--- config.mk ---
export PLATFORM = sky130hd
export DESIGN_NAME = tms_top
export DESIGN_NICKNAME = d
export VERILOG_FILES = /design/src/include/tms_pkg.sv /design/src/hdl/tms_top.sv /design/src/hdl/tms_range_sel.sv /design/src/hdl/tms_srq.sv
export SDC_FILE = /design/constraint.sdc
export NUM_CORES = 1
export LEC_CHECK = 0
export BUFFER_PORTS_ARGS = -buffer_cell sky130_fd_sc_hd__buf_2
export CORE_MARGIN = 1
export CORE_UTILIZATION = 50
export DETAILED_ROUTE_END_ITERATION = 12
export PLACE_DENSITY_LB_ADDON = 0.15
export SLEW_MARGIN = 10
export SYNTH_ARGS = -nofsm -noshare
export SYNTH_HDL_FRONTEND = slang
export SYNTH_SLANG_ARGS = --single-unit
export TNS_END_PERCENT = 5
--- constraint.sdc ---
create_clock -name CLK_IN -period 3.2 [get_ports CLK_IN]
set_input_delay 0.16 -clock CLK_IN [delete_from_list [all_inputs] [get_ports CLK_IN]]
set_output_delay 0.16 -clock CLK_IN [all_outputs]
set_load 0.02 [all_outputs]
--- src/include/tms_pkg.sv ---
// Package with constants, register map and types for the trigger model and service request block.
package tms_pkg;
  localparam int unsigned CLK_HZ = 20000000;
  localparam int unsigned CLK_PERIOD_NS = 50;
  // Timer interval default in microseconds.
  localparam int unsigned TIMER_US = 50000;
  localparam int unsigned TIMER_CYC = (TIMER_US * 1000) / CLK_PERIOD_NS;
  localparam int unsigned NUM_FUNC = 4;
  localparam int unsigned NUM_RANGE = 8;
  localparam logic [31:0] ADDR_CMD = 32'h0000_0000;
  localparam logic [31:0] ADDR_TRIG_CFG = 32'h0000_0004;
  localparam logic [31:0] ADDR_TRIG_CNT = 32'h0000_0008;
  localparam logic [31:0] ADDR_ARM_CNT = 32'h0000_000c;
  localparam logic [31:0] ADDR_TIMER = 32'h0000_0010;
  localparam logic [31:0] ADDR_RANGE_SET = 32'h0000_0014;
  localparam logic [31:0] ADDR_RANGE_QRY = 32'h0000_0018;
  localparam logic [31:0] ADDR_MEAS_EVT = 32'h0000_001c;
  localparam logic [31:0] ADDR_MEAS_ENA = 32'h0000_0020;
  localparam logic [31:0] ADDR_STATE = 32'h0000_0024;
  localparam logic [31:0] ADDR_POLL = 32'h0000_0028;
  localparam int unsigned CMD_INIT_BIT = 0;
  localparam int unsigned CMD_ABORT_BIT = 1;
  localparam int unsigned CMD_RESET_BIT = 2;
  localparam int unsigned CMD_CLS_BIT = 3;
  localparam int unsigned BUF_FULL_BIT = 9;
  localparam int unsigned SRQ_POLL_BIT = 6;
  localparam logic [15:0] TRIG_CNT_RST = 16'h0001;
  localparam logic [15:0] ARM_CNT_RST = 16'h0001;
  typedef enum logic [1:0] {SRC_IMM, SRC_TIMER, SRC_EXT, SRC_NONE} tms_src_t;
  typedef enum {ST_IDLE, ST_ARM2, ST_TRIG, ST_MEAS} tms_state_t;
endpackage : tms_pkg

--- src/hdl/tms_top.sv ---
// Trigger model sequencer with range store and service request over AHB-Lite.
// Function
// - Each measurement function keeps its own range and autorange setting.
// - A range argument is the largest value to measure; range chosen internally.
// - The range argument is rounded to the nearest integer first.
// - A range query returns full scale of the present range.
// - One arm level, the second, precedes the trigger layer; triggering can be disabled.
// - Trigger settings never arm; only initiate arms.
// - External trigger source: one reading per external pulse.
// - Infinite trigger count keeps the model in the trigger layer.
// - Abort returns to idle and stays there until initiate.
// - External arm source waits for a pulse then enters trigger layer.
// - Immediate source: read at once and back to back.
// - Timer trigger source: first reading at once, then one per interval.
// - Reset sets immediate source, default trigger settings, idle model.
// - Service request asserts when an enabled status bit changes.
// - A serial poll releases the service request line.
// - One request per event register until it is cleared.
// - Reading an event register clears it; clear-status clears all.
// - Buffer full sets bit 9 of the measurement event register.
`timescale 1ns/1ns
`default_nettype none
module tms_top #(
  parameter int unsigned TIMER_DEFAULT = tms_pkg::TIMER_CYC
) (
  input wire logic CLK_IN,
  input wire logic RST_B_IN,
  input wire logic HSEL_IN,
  input wire logic [31:0] HADDR_IN,
  input wire logic [1:0] HTRANS_IN,
  input wire logic HWRITE_IN,
  input wire logic [2:0] HSIZE_IN,
  input wire logic [31:0] HWDATA_IN,
  input wire logic HREADY_IN,
  output logic [31:0] HRDATA_OUT,
  output logic HREADYOUT_OUT,
  output logic HRESP_OUT,
  input wire logic EXT_TRIG_IN,
  input wire logic READING_DONE_IN,
  input wire logic [15:0] MEAS_STATUS_IN,
  input wire logic SERIAL_POLL_IN,
  output logic START_READING_OUT,
  output logic ARMED_OUT,
  output logic SRQ_OUT
);
  import tms_pkg::*;
  logic ph_valid;
  logic ph_write;
  logic [31:0] ph_addr;
  logic do_init;
  logic do_abort;
  logic do_reset;
  logic do_cls;
  logic wr_cfg;
  tms_src_t trig_src;
  tms_src_t arm_src;
  logic trig_inf;
  logic [15:0] trig_count;
  logic [15:0] arm_count;
  logic [31:0] timer_reload;
  logic [2:0] range_sel [NUM_FUNC];
  logic autorange [NUM_FUNC];
  logic [1:0] query_func;
  logic [2:0] new_range;
  logic [15:0] meas_evt;
  logic [15:0] meas_ena;
  logic [15:0] status_prev;
  logic evt_read;
  logic srq;
  tms_state_t state;
  logic [15:0] trig_done;
  logic [15:0] arm_done;
  logic [31:0] timer_cnt;
  logic ext_prev;
  logic ext_pulse;
  logic timer_tick;
  logic [31:0] full_scale;

  assign HRESP_OUT = 1'b0;
  assign HREADYOUT_OUT = 1'b1;
  assign ext_pulse = EXT_TRIG_IN & ~ext_prev;
  assign do_init = ph_valid && ph_write && ph_addr == ADDR_CMD && HWDATA_IN[CMD_INIT_BIT];
  assign do_abort = ph_valid && ph_write && ph_addr == ADDR_CMD && HWDATA_IN[CMD_ABORT_BIT];
  assign do_reset = ph_valid && ph_write && ph_addr == ADDR_CMD && HWDATA_IN[CMD_RESET_BIT];
  assign do_cls = ph_valid && ph_write && ph_addr == ADDR_CMD && HWDATA_IN[CMD_CLS_BIT];
  assign wr_cfg = ph_valid && ph_write;
  assign evt_read = ph_valid && !ph_write && ph_addr == ADDR_MEAS_EVT;
  assign timer_tick = (timer_cnt == 32'h0000_0000);

  always_ff @(posedge CLK_IN or negedge RST_B_IN) begin
    if (!RST_B_IN) begin
      ph_valid <= 1'b0;
      ph_write <= 1'b0;
      ph_addr <= 32'h0000_0000;
    end else if (HREADY_IN) begin
      ph_valid <= HSEL_IN && HTRANS_IN[1];
      ph_write <= HWRITE_IN;
      ph_addr <= HADDR_IN;
    end
  end

  always_ff @(posedge CLK_IN or negedge RST_B_IN) begin
    if (!RST_B_IN) begin
      ext_prev <= 1'b0;
    end else begin
      ext_prev <= EXT_TRIG_IN;
    end
  end

  always_ff @(posedge CLK_IN or negedge RST_B_IN) begin
    if (!RST_B_IN) begin
      trig_src <= SRC_IMM;
      arm_src <= SRC_IMM;
      trig_inf <= 1'b0;
      trig_count <= TRIG_CNT_RST;
      arm_count <= ARM_CNT_RST;
      timer_reload <= 32'(TIMER_DEFAULT);
    end else if (do_reset) begin
      trig_src <= SRC_IMM;
      arm_src <= SRC_IMM;
      trig_inf <= 1'b0;
      trig_count <= TRIG_CNT_RST;
      arm_count <= ARM_CNT_RST;
      timer_reload <= 32'(TIMER_DEFAULT);
    end else if (wr_cfg) begin
      if (ph_addr == ADDR_TRIG_CFG) begin
        trig_src <= tms_src_t'(HWDATA_IN[1:0]);
        arm_src <= tms_src_t'(HWDATA_IN[3:2]);
        trig_inf <= HWDATA_IN[4];
      end else if (ph_addr == ADDR_TRIG_CNT) begin
        trig_count <= HWDATA_IN[15:0];
      end else if (ph_addr == ADDR_ARM_CNT) begin
        arm_count <= HWDATA_IN[15:0];
      end else if (ph_addr == ADDR_TIMER) begin
        timer_reload <= HWDATA_IN;
      end
    end
  end

  tms_range_sel #(.NUM_RANGE(NUM_RANGE)) u_range (
    .max_value_in({4'h0, HWDATA_IN[27:0]}),
    .range_out(new_range)
  );

  for (genvar f = 0; f < NUM_FUNC; f++) begin : g_func
    always_ff @(posedge CLK_IN or negedge RST_B_IN) begin
      if (!RST_B_IN) begin
        range_sel[f] <= 3'h0;
        autorange[f] <= 1'b0;
      end else if (wr_cfg && ph_addr == ADDR_RANGE_SET && HWDATA_IN[31:30] == 2'(f)) begin
        range_sel[f] <= new_range;
        autorange[f] <= HWDATA_IN[29];
      end
    end
  end

  always_ff @(posedge CLK_IN or negedge RST_B_IN) begin
    if (!RST_B_IN) begin
      query_func <= 2'h0;
    end else if (wr_cfg && ph_addr == ADDR_RANGE_QRY) begin
      query_func <= HWDATA_IN[1:0];
    end
  end

  always_comb begin
    full_scale = 32'h0000_0002;
    for (int i = 0; i < NUM_RANGE; i++) begin
      if (range_sel[query_func] == 3'(i)) begin
        full_scale = 32'(32'h0000_0002 * (32'h0000_000a ** i));
      end
    end
  end

  // idle, second arm layer, trigger layer, reading in progress.
  always_ff @(posedge CLK_IN or negedge RST_B_IN) begin
    if (!RST_B_IN) begin
      state <= ST_IDLE;
      trig_done <= 16'h0000;
      arm_done <= 16'h0000;
      START_READING_OUT <= 1'b0;
      ARMED_OUT <= 1'b0;
    end else begin
      START_READING_OUT <= 1'b0;
      if (do_abort || do_reset) begin
        state <= ST_IDLE;
        ARMED_OUT <= 1'b0;
      end else begin
        case (state)
          ST_IDLE: begin
            if (do_init) begin
              state <= ST_ARM2;
              arm_done <= 16'h0000;
              ARMED_OUT <= 1'b1;
            end
          end
          ST_ARM2: begin
            if (arm_src == SRC_IMM || (arm_src == SRC_EXT && ext_pulse) ||
                (arm_src == SRC_TIMER && timer_tick)) begin
              state <= ST_TRIG;
              trig_done <= 16'h0000;
              arm_done <= 16'(arm_done + 16'h0001);
              if (trig_src == SRC_IMM || trig_src == SRC_TIMER) begin
                START_READING_OUT <= 1'b1;
                state <= ST_MEAS;
              end
            end
          end
          ST_TRIG: begin
            if ((trig_src == SRC_EXT && ext_pulse) || trig_src == SRC_IMM ||
                (trig_src == SRC_TIMER && timer_tick)) begin
              START_READING_OUT <= 1'b1;
              state <= ST_MEAS;
            end
          end
          ST_MEAS: begin
            if (READING_DONE_IN) begin
              trig_done <= 16'(trig_done + 16'h0001);
              if (!trig_inf && 16'(trig_done + 16'h0001) >= trig_count) begin
                if (arm_done >= arm_count) begin
                  state <= ST_IDLE;
                  ARMED_OUT <= 1'b0;
                end else begin
                  state <= ST_ARM2;
                end
              end else begin
                state <= ST_TRIG;
              end
            end
          end
          default: state <= ST_IDLE;
        endcase
      end
    end
  end

  // The interval restarts on every reading start so the first tick lands one interval later.
  always_ff @(posedge CLK_IN or negedge RST_B_IN) begin
    if (!RST_B_IN) begin
      timer_cnt <= 32'h0000_0000;
    end else if (START_READING_OUT || state == ST_IDLE) begin
      timer_cnt <= 32'(timer_reload - 32'h0000_0002);
    end else if (!timer_tick) begin
      timer_cnt <= 32'(timer_cnt - 32'h0000_0001);
    end
  end

  // buffer full bit nine.
  // A new transition in the clear cycle wins over the clear so no event is lost.
  always_ff @(posedge CLK_IN or negedge RST_B_IN) begin
    if (!RST_B_IN) begin
      status_prev <= 16'h0000;
      meas_evt <= 16'h0000;
      meas_ena <= 16'h0000;
    end else begin
      status_prev <= MEAS_STATUS_IN;
      if (evt_read || do_cls) begin
        meas_evt <= MEAS_STATUS_IN ^ status_prev;
      end else begin
        meas_evt <= meas_evt | (MEAS_STATUS_IN ^ status_prev);
      end
      if (wr_cfg && ph_addr == ADDR_MEAS_ENA) begin
        meas_ena <= HWDATA_IN[15:0];
      end
    end
  end

  tms_srq u_srq (
    .clk_in(CLK_IN),
    .rst_b_in(RST_B_IN),
    .event_in(meas_evt),
    .enable_in(meas_ena),
    .clear_in(evt_read || do_cls),
    .poll_in(SERIAL_POLL_IN),
    .srq_out(srq)
  );

  always_ff @(posedge CLK_IN or negedge RST_B_IN) begin
    if (!RST_B_IN) begin
      SRQ_OUT <= 1'b0;
    end else begin
      SRQ_OUT <= srq;
    end
  end

  always_comb begin
    HRDATA_OUT = 32'h0000_0000;
    if (!ph_valid || ph_write) begin
      HRDATA_OUT = 32'h0000_0000;
    end else if (ph_addr == ADDR_TRIG_CFG) begin
      HRDATA_OUT = {27'h0, trig_inf, arm_src, trig_src};
    end else if (ph_addr == ADDR_TRIG_CNT) begin
      HRDATA_OUT = {16'h0, trig_count};
    end else if (ph_addr == ADDR_ARM_CNT) begin
      HRDATA_OUT = {16'h0, arm_count};
    end else if (ph_addr == ADDR_TIMER) begin
      HRDATA_OUT = timer_reload;
    end else if (ph_addr == ADDR_RANGE_QRY) begin
      HRDATA_OUT = full_scale;
    end else if (ph_addr == ADDR_MEAS_EVT) begin
      HRDATA_OUT = {16'h0, meas_evt};
    end else if (ph_addr == ADDR_MEAS_ENA) begin
      HRDATA_OUT = {16'h0, meas_ena};
    end else if (ph_addr == ADDR_STATE) begin
      HRDATA_OUT = {29'h0, autorange[query_func], ARMED_OUT, state == ST_TRIG || state == ST_MEAS};
    end else if (ph_addr == ADDR_POLL) begin
      HRDATA_OUT = {25'h0, srq, 6'h0};
    end
  end

  abort_idle_a: assert property (@(posedge CLK_IN) disable iff (!RST_B_IN)
    do_abort |=> state == ST_IDLE && !ARMED_OUT) else $error("abort did not idle");
  idle_stays_a: assert property (@(posedge CLK_IN) disable iff (!RST_B_IN)
    state == ST_IDLE && !do_init |=> state == ST_IDLE) else $error("left idle without initiate");
  ext_one_a: assert property (@(posedge CLK_IN) disable iff (!RST_B_IN)
    state == ST_TRIG && trig_src == SRC_EXT && !ext_pulse |=> !START_READING_OUT)
    else $error("reading without pulse");
  inf_stay_a: assert property (@(posedge CLK_IN) disable iff (!RST_B_IN)
    state == ST_MEAS && trig_inf && !do_abort && !do_reset |=> state != ST_IDLE && state != ST_ARM2)
    else $error("left trigger layer with infinite count");
  reset_src_a: assert property (@(posedge CLK_IN) disable iff (!RST_B_IN)
    do_reset |=> trig_src == SRC_IMM && state == ST_IDLE) else $error("reset defaults wrong");
  arm_ext_a: assert property (@(posedge CLK_IN) disable iff (!RST_B_IN)
    state == ST_ARM2 && arm_src == SRC_EXT && !ext_pulse && !do_abort && !do_reset |=> state == ST_ARM2)
    else $error("arm layer left without pulse");
  imm_start_a: assert property (@(posedge CLK_IN) disable iff (!RST_B_IN)
    $past(state) == ST_ARM2 && state == ST_MEAS |-> START_READING_OUT) else $error("no reading on entry");
  evt_change_a: assert property (@(posedge CLK_IN) disable iff (!RST_B_IN)
    MEAS_STATUS_IN[BUF_FULL_BIT] != status_prev[BUF_FULL_BIT] |=> meas_evt[BUF_FULL_BIT])
    else $error("buffer full change not latched");
endmodule : tms_top
`default_nettype wire

--- src/hdl/tms_range_sel.sv ---
// Range selection from a maximum-to-measure argument for one function.
`timescale 1ns/1ns
`default_nettype none
module tms_range_sel #(
  parameter int unsigned NUM_RANGE = tms_pkg::NUM_RANGE
) (
  input wire logic [31:0] max_value_in,
  output logic [2:0] range_out
);
  import tms_pkg::*;
  logic [31:0] rounded;
  // round to integer.
  // The argument carries four fraction bits; adding a half rounds it.
  assign rounded = 32'((max_value_in + 32'h0000_0008) >> 4);
  // choose matching range.
  // Decades from 2 upward; the smallest range holding the value wins.
  always_comb begin
    range_out = 3'(NUM_RANGE - 1);
    for (int i = NUM_RANGE - 1; i >= 0; i--) begin
      if (rounded <= (32'h0000_0002 * (32'h0000_000a ** i))) begin
        range_out = 3'(i);
      end
    end
  end
endmodule : tms_range_sel
`default_nettype wire

--- src/hdl/tms_srq.sv ---
// Service request generation from the measurement event register.
`timescale 1ns/1ns
`default_nettype none
module tms_srq (
  input wire logic clk_in,
  input wire logic rst_b_in,
  input wire logic [15:0] event_in,
  input wire logic [15:0] enable_in,
  input wire logic clear_in,
  input wire logic poll_in,
  output logic srq_out
);
  import tms_pkg::*;
  logic raised;
  always_ff @(posedge clk_in or negedge rst_b_in) begin
    if (!rst_b_in) begin
      raised <= 1'b0;
      srq_out <= 1'b0;
    end else if (clear_in) begin
      raised <= 1'b0;
      srq_out <= 1'b0;
    end else if (!raised && |(event_in & enable_in)) begin
      raised <= 1'b1;
      srq_out <= 1'b1;
    end else if (poll_in) begin
      srq_out <= 1'b0;
    end
  end
  srq_once_a: assert property (@(posedge clk_in) disable iff (!rst_b_in)
    $rose(srq_out) |-> !$past(raised)) else $error("second request before clear");
  srq_poll_a: assert property (@(posedge clk_in) disable iff (!rst_b_in)
    poll_in && raised && !clear_in |=> !srq_out) else $error("poll did not release request");
endmodule : tms_srq
`default_nettype wire

# Word level (Yosys, flattened, before mapping)
# Cells that the tools add are included.
# W data, S select, Z words.
[classes] eq_ne=42 multipliers=0 magnitude_cmp=10 mux=88 n_reduce_logical=62 n_shift=0 n_div=0 add_sub_neg=5 bitwise_logic=7
[ops] cell="$mux W32" n=26
[ops] cell="$mux W16" n=16
[ops] cell="$eq A32 B5 Y1 const B" n=4
[ops] cell="$logic_not A32 Y1" n=4
[ops] cell="$pmux W32 S4" n=1
[ops] cell="$eq A32 B3 Y1 const B" n=3
[ops] cell="$eq A32 B6 Y1 const B" n=3
[ops] cell="$eq A32 B2 Y1 const B" n=2
[ops] cell="$eq A32 B4 Y1 const B" n=2
[ops] cell="$pmux W16 S2" n=2
[ops] cell="$add A16 B1 Y16 const B" n=2
[ops] cell="$eq A32 B1 Y1 const B" n=1
[ops] cell="$ge A16 B16 Y1" n=2
[ops] cell="$sub A32 B1 Y32 const B" n=1
[ops] cell="$sub A32 B2 Y32 const B" n=1
[ops] cell="$add A28 B4 Y29 const B" n=1
[ops] cell="$le A28 B11 Y1 const B" n=1
[ops] cell="$le A28 B15 Y1 const B" n=1
[ops] cell="$le A28 B18 Y1 const B" n=1
[ops] cell="$le A28 B2 Y1 const B" n=1
[ops] cell="$le A28 B21 Y1 const B" n=1
[ops] cell="$le A28 B5 Y1 const B" n=1
[ops] cell="$le A28 B8 Y1 const B" n=1
[ops] cell="$mux W3" n=8
[ops] cell="33 further kinds" n=128
[totals] latch_bits=0 rom_bits=0 word_cells=245 ramBits=0 regBits=271 out_inout_bits=37 mem_count=0

# Longest topological paths before layout
[depth] ltp_word=18 depth_mapped=17 depth_no_buf=16

# Hierarchy
# A second synthesis with hierarchy kept.
[hier_totals] hier_cells=1629 hier_area_um2=14575.2
[by_module_without_submodules] module="tms_top" cells_per_inst=1386 seq_area_each_um2=5992.0 area_each_um2=12932.4 n_inst=1
[by_module_without_submodules] module="tms_range_sel" cells_per_inst=227 seq_area_each_um2=0.0 area_each_um2=1465.2 n_inst=1
[by_module_without_submodules] module="tms_srq" cells_per_inst=16 seq_area_each_um2=50.0 area_each_um2=177.7 n_inst=1

# Worst setup path before layout
# No wires, ideal clock.
[synth_timing] path_type="reg2reg" start="register trig_done[2]" end="register state[0]" period_less_slack_ps=3348 required_time_ps=3035 setup_time_ps=165 arrival_ps=3183 path_stages_with_launch=18 path_slack_ps=-148 path_cell_list="dfrtp_1 -> nand4_1 -> nor2_1 -> and3_1 -> and3_1 -> clkbuf_1 -> and3_1 -> nand3_1 -> xnor2_1 -> ha_1 -> a21o_1 -> a21o_1 -> a21oi_1 -> o21ai_0 -> a221oi_1 -> a21oi_1 -> a21oi_1 -> a211oi_1"
[synth_between] elab_chain_len=7
[synth_rtl] item="from (decl)" line_no="tms_top.sv:71" rtl="logic [15:0] trig_done;"
[synth_rtl] item="from (signal assigned)" line_no="tms_top.sv:217" rtl="trig_done <= 16'(trig_done + 16'h0001);"
[synth_rtl] item="$add A16 B1 Y16" line_no="tms_top.sv:218" rtl="if (!trig_inf && 16'(trig_done + 16'h0001) >= trig_count) begin"
[synth_rtl] item="$ge A16 B16 Y1" line_no="tms_top.sv:218"
[synth_rtl] item="$logic_and A1 B1 Y1" line_no="tms_top.sv:218"
[synth_rtl] item="$mux W32" line_no="tms_top.sv:218"
[synth_rtl] item="$mux W32" line_no="tms_top.sv:216" rtl="if (READING_DONE_IN) begin"
[synth_rtl] item="$pmux W32 S4" line_no="tms_top.sv:188" rtl="case (state)"
[synth_rtl] item="$mux W32" line_no="tms_top.sv:184" rtl="if (do_abort || do_reset) begin"
[synth_rtl] item="to (signal assigned)" line_no="tms_top.sv:185" rtl="state <= ST_IDLE;"
[synth_rtl] item="to (signal assigned)" line_no="tms_top.sv:191" rtl="state <= ST_ARM2;"
[synth_rtl] item="to (signal assigned)" line_no="tms_top.sv:220" rtl="state <= ST_IDLE;"
[synth_rtl] item="to (decl)" line_no="tms_top.sv:70" rtl="tms_state_t state;"
# Every way passes these cells. The select of a mux whose other input is x is not followed.
# A chain may end at the register's enable or synchronous reset.

# Worst setup path in the final report
[layout_timing] start="register ph_addr[20]" end="output HRDATA_OUT[8]"
[layout_between] elab_chain_len=9 word_cells_on_any_way=15 classes_between="7 x eq/ne; 8 x mux"
[layout_rtl] item="from (decl)" line_no="tms_top.sv:49" rtl="logic [31:0] ph_addr;"
[layout_rtl] item="from (signal assigned)" line_no="tms_top.sv:94" rtl="ph_addr <= 32'h0000_0000;"
[layout_rtl] item="from (signal assigned)" line_no="tms_top.sv:98" rtl="ph_addr <= HADDR_IN;"
[layout_rtl] item="$eq A32 B6 Y1" line_no="tms_top.sv:301" rtl="end else if (ph_addr == ADDR_MEAS_ENA) begin"
[layout_rtl] item="$mux W16" line_no="tms_top.sv:301"
[layout_rtl] item="$mux W16" line_no="tms_top.sv:299" rtl="end else if (ph_addr == ADDR_MEAS_EVT) begin"
[layout_rtl] item="$mux W32" line_no="tms_top.sv:297" rtl="end else if (ph_addr == ADDR_RANGE_QRY) begin"
[layout_rtl] item="$mux W32" line_no="tms_top.sv:295" rtl="end else if (ph_addr == ADDR_TIMER) begin"
[layout_rtl] item="$mux W32" line_no="tms_top.sv:293" rtl="end else if (ph_addr == ADDR_ARM_CNT) begin"
[layout_rtl] item="$mux W32" line_no="tms_top.sv:291" rtl="end else if (ph_addr == ADDR_TRIG_CNT) begin"
[layout_rtl] item="$mux W32 *" line_no="tms_top.sv:289" rtl="end else if (ph_addr == ADDR_TRIG_CFG) begin"
[layout_rtl] item="$mux W32 *" line_no="tms_top.sv:287" rtl="if (!ph_valid || ph_write) begin"
[layout_rtl] item="to (decl)" line_no="tms_top.sv:35" rtl="output logic [31:0] HRDATA_OUT,"
# Every way passes the cells marked *; elsewhere a longest branch is shown, timed or not.

==> out/results.txt <==
Largest delay share family, worst path: simple AND/OR/NAND/NOR gates
Synth cell types: 77
Commonest cells post-synth: 232 x dfrtp_1, 232 x nand2_1, 112 x nor2_1
Cell row count: 61
Root Driver: clkbuf_16
Die H: 170.0 microns
Int Power: 0.005899 W
Boundary Pins: 130
ANT nets after route: 0
Die X: 170.0 microns
Comb pwr share: 0.202
Largest family of logic cells by synthesized area: simple AND/OR/NAND/NOR gates
Post-Synth XOR/XNOR Area: 0.06825
Most used DFF post-synth: dfrtp_1
Layout cells sized above 1: 0.2177
Port Buffers: 123
Tcrit/Tclk final: 1.009
Flop2flop setup slack: 0 ns
Sink Count: 241
Routability cong.: 0.9308
CP Data Required Time: 3.04 ns
Gr ovfl total: 0
Nets@finish: 1,923
Area Growth Syn to Fin: 24.06%
Clock buffer depth: 3
Final Non-Filler Cells: 2,188
Core ar.: 0.02778 sq mm
Slowest stage delay, CP: 0.41 ns
Final setup violation count: 5
Layout Skew: 0.02508 ns
Worst path arrival time: 3.07 ns
Critical path type: reg -> out
WL per Instance: 19.57 microns
Worst slew pin tran: 0.7574 ns
Mapped Area: 0.01412 sq mm
Post-Route WL: 42.81 mm
CP Capture Type: output port
Sequential cell area fraction in the yosys report: 0.4280
LEAKAGE: 7.720 nW
Synth Area in Compound Gates: 0.1455
DR vias: 12,780
Dominant cells by area after synthesis: dfrtp_1 41%, nand2_1 6.2%, xnor2_1 5.0%
Post-synth EDFFs: 0
Net Sw Frac: 0.3006
Total CTS buffers: 27
Failing checks: negative setup slack
CP max-delay cell: dfrtp_1
Place WS: -0.09727 ns
Pin count of the biggest net entering global routing: 75
Syn Nets: 1,695
Critical path fanouts, max: 15
Clk pwr share: 0.366
Clock transition at path regs: 0.06 ns
Syn_area_per_cell: 9.043 sq um
H-tree levels: 1
Post-synthesis register bit count: 241
Worst hold slack: 0.01342 ns
Max cap viols: 0
Final HPWL DP: 29.54 mm
CP Cell Sequence: nor4_4 > and4_2 > nand4b_4 > buf_4 > nor3_2 > buf_6 > a222oi_1 > a21oi_1 > buf_2
Initial Utilization: 0.5081
Outcome: finished with violations
Initial DRC count: 1,330
Worst-skew pair later-pin latency: 0.55 ns
PnR worst setup slack: -0.02800 ns
First-pass iteration count of the detailed router: 7
Post-synthesis mux area share: 0.06763
All-Layer GR Usage: 0.2949
Die ar.: 0.02891 sq mm
Psw: 0.002536 W
Synth area leader: dfrtp_1
Synth Area in Simple Gates: 0.2118
CTS tree: yes
Cells after synthesis: 1,561
Vias in the first global route: 12,151
Max frequency: 0.3098 GHz
Peak supply drop: 0.4625 mV
Hold crit path type: in -> reg
CP Launch Type: register
Clock period minus final worst setup slack: 3.228 ns
First-pass GRT wire length: 66.36 mm
Post-synthesis async set-or-reset flop share: 1.000
Sequential Area: 0.006043 sq mm
Slew headroom: 0.4951
Power Density: 481.7 mW/mm^2
Crit path buffers/inverters: 3
Flop pwr share: 0.431
DRC: 0
Share of the synthesized area in the top cell type: 0.4113
Vias per cell: 5.841
Inst Count DP: 2,054
Diode count: 0
Initial antenna violation count: 0
Final Hold Fails: 0
Filler cell count: 2,336
Post-Synth Adder-Cell Area: 0.03634
Area of the multi-input gates: 0.007742 sq mm
RSZ-0062 raised after global routing: true
Yosys warning count: 0
Max-slew violations: 0
-- cell type report --
cell class,count,share of cell area
inverter,64,0.01372
sequential,241,0.3451
tap,378,0.02701
timing repair buffer,283,0.1213
clock inverter,11,0.005573
multi-input combinational,1172,0.4421
clock buffer,39,0.04516
-- power by group through the flow --
stage / clock (W) / sequential [W] / combinational, W
after floorplan: 0 / 0.00361 / 0.00111
after global placement: 0 / 0.00365 / 0.00153
after detailed placement: 0 / 0.00367 / 0.00157
after CTS: 0.00313 / 0.00362 / 0.00165
after global routing: 0.00324 / 0.00367 / 0.00190
final: 0.00309 / 0.00364 / 0.00171
-- cells in the final DEF, fill, tap and decap left out, types with 7 or more instances in the layout --
cell and instances:
a22o_1 11, xnor2_1 81, buf_4 84, buf_2 114, a21oi_1 106, mux2i_1 20
or3_1 8, a222oi_1 10, o21ai_0 49, dfrtp_1 231, nand2_1 231, dlygate4sd3_1 76
or4_1 8, xor2_1 29, nor4_2 10, o22ai_1 17, a221oi_1 12, nand3_1 59
o21ai_1 23, dfstp_2 9, and3_1 22, nand4_1 16, nor3_1 38, a21o_1 18
inv_1 63, o31ai_1 7, clkbuf_16 28, a22oi_1 14, ha_1 41, a211oi_1 7
nand2b_1 9, clkbuf_8 7, nor4_1 31, mux2_2 59, nor2_1 106
-- layer usage --
metal | vias up | GRT usage | wire length [microns]
met5 | - | 0 | 0
met4 | 0 | 0.1210 | 1557
met3 | 92 | 0.04767 | 2912
met2 | 502 | 0.4585 | 19670
met1 | 6172 | 0.4096 | 18670
li1 | 6014 | - | -
-- registers in the layout (all words and copies together) (netlist names), 2 cells and up --
| name | count |
|---|---|
| arm_done | 16 |
| meas_evt | 16 |
| ph_addr | 32 |
| query_func | 2 |
| arm_src | 2 |
| timer_cnt | 32 |
| trig_src | 2 |
| autorange | 4 |
| status_prev | 16 |
| trig_count | 16 |
| state | 2 |
| meas_ena | 16 |
| trig_done | 16 |
| arm_count | 16 |
| timer_reload | 32 |
| range_sel | 12 |
-- cells by family (layout without fill, tap and decap cells) --
family	count (synthesis)	after routing
buffers and inverters	148	397
xor gates and xnor gates	110	110
other	2	2
muxes	83	83
DFF	241	241
and+or+nand+nor	611	611
adders and majority gates	41	41
AOI/OAI and AO/OA	325	325
-- worst register-to-register path, cell delays in order, from the launching register on --
cell	delay [ns]
dfrtp_1	0.39
nand4_1	0.14
nor2_2	0.12
and3_1	0.20
and3_4	0.20
and3_4	0.19
nand3_1	0.11
xnor2_1	0.15
ha_1	0.29
a21o_1	0.18
a21o_1	0.17
a21oi_1	0.15
o21ai_1	0.11
a221oi_2	0.25
buf_4	0.18
a211oi_2	0.07
a211oi_1	0.21
-- repair_timing --
action / 4_1_cts / 5_1_grt
pin swaps: 1 / 18
gates resized for setup: 16 / 43
hold buffers: 76 / 0
endpoints found under the setup margin: 26 / 32
buffers inserted: 1 / 6
hold endpoints to repair: 167 / 0
gates cloned: 0 / 1
-- stage by stage --
step	util	setup TNS [ns]	area, sq um	power, W
2_1_floorplan	-	0	14130	0.004720
3_3_place_gp	0.5593	-0.07555	15540	0.005183
3_5_place_dp	0.5593	-0.2200	15540	0.005242
4_1_cts	0.6219	-1.912	17280	0.008413
5_1_grt	0.6303	-2.237	17510	0.008811
6_report	0.6303	-0.09092	17510	0.008435
-- path summary, 6_finish.rpt --
path / from / end / cells after the start
worst min-delay path: HWDATA_IN[10] / trig_count[10] / 3
min in group asynchronous: RST_B_IN / timer_cnt[28] / 2
max in group asynchronous: RST_B_IN / arm_count[0] / 3
worst max register to register: trig_done[2] / state[1] / 16
worst max-delay path: ph_addr[20] / HRDATA_OUT[8] / 9
worst min register to register: status_prev[0] / meas_evt[0] / 2
No activity file was read; power rests on OpenSTA's default activity.
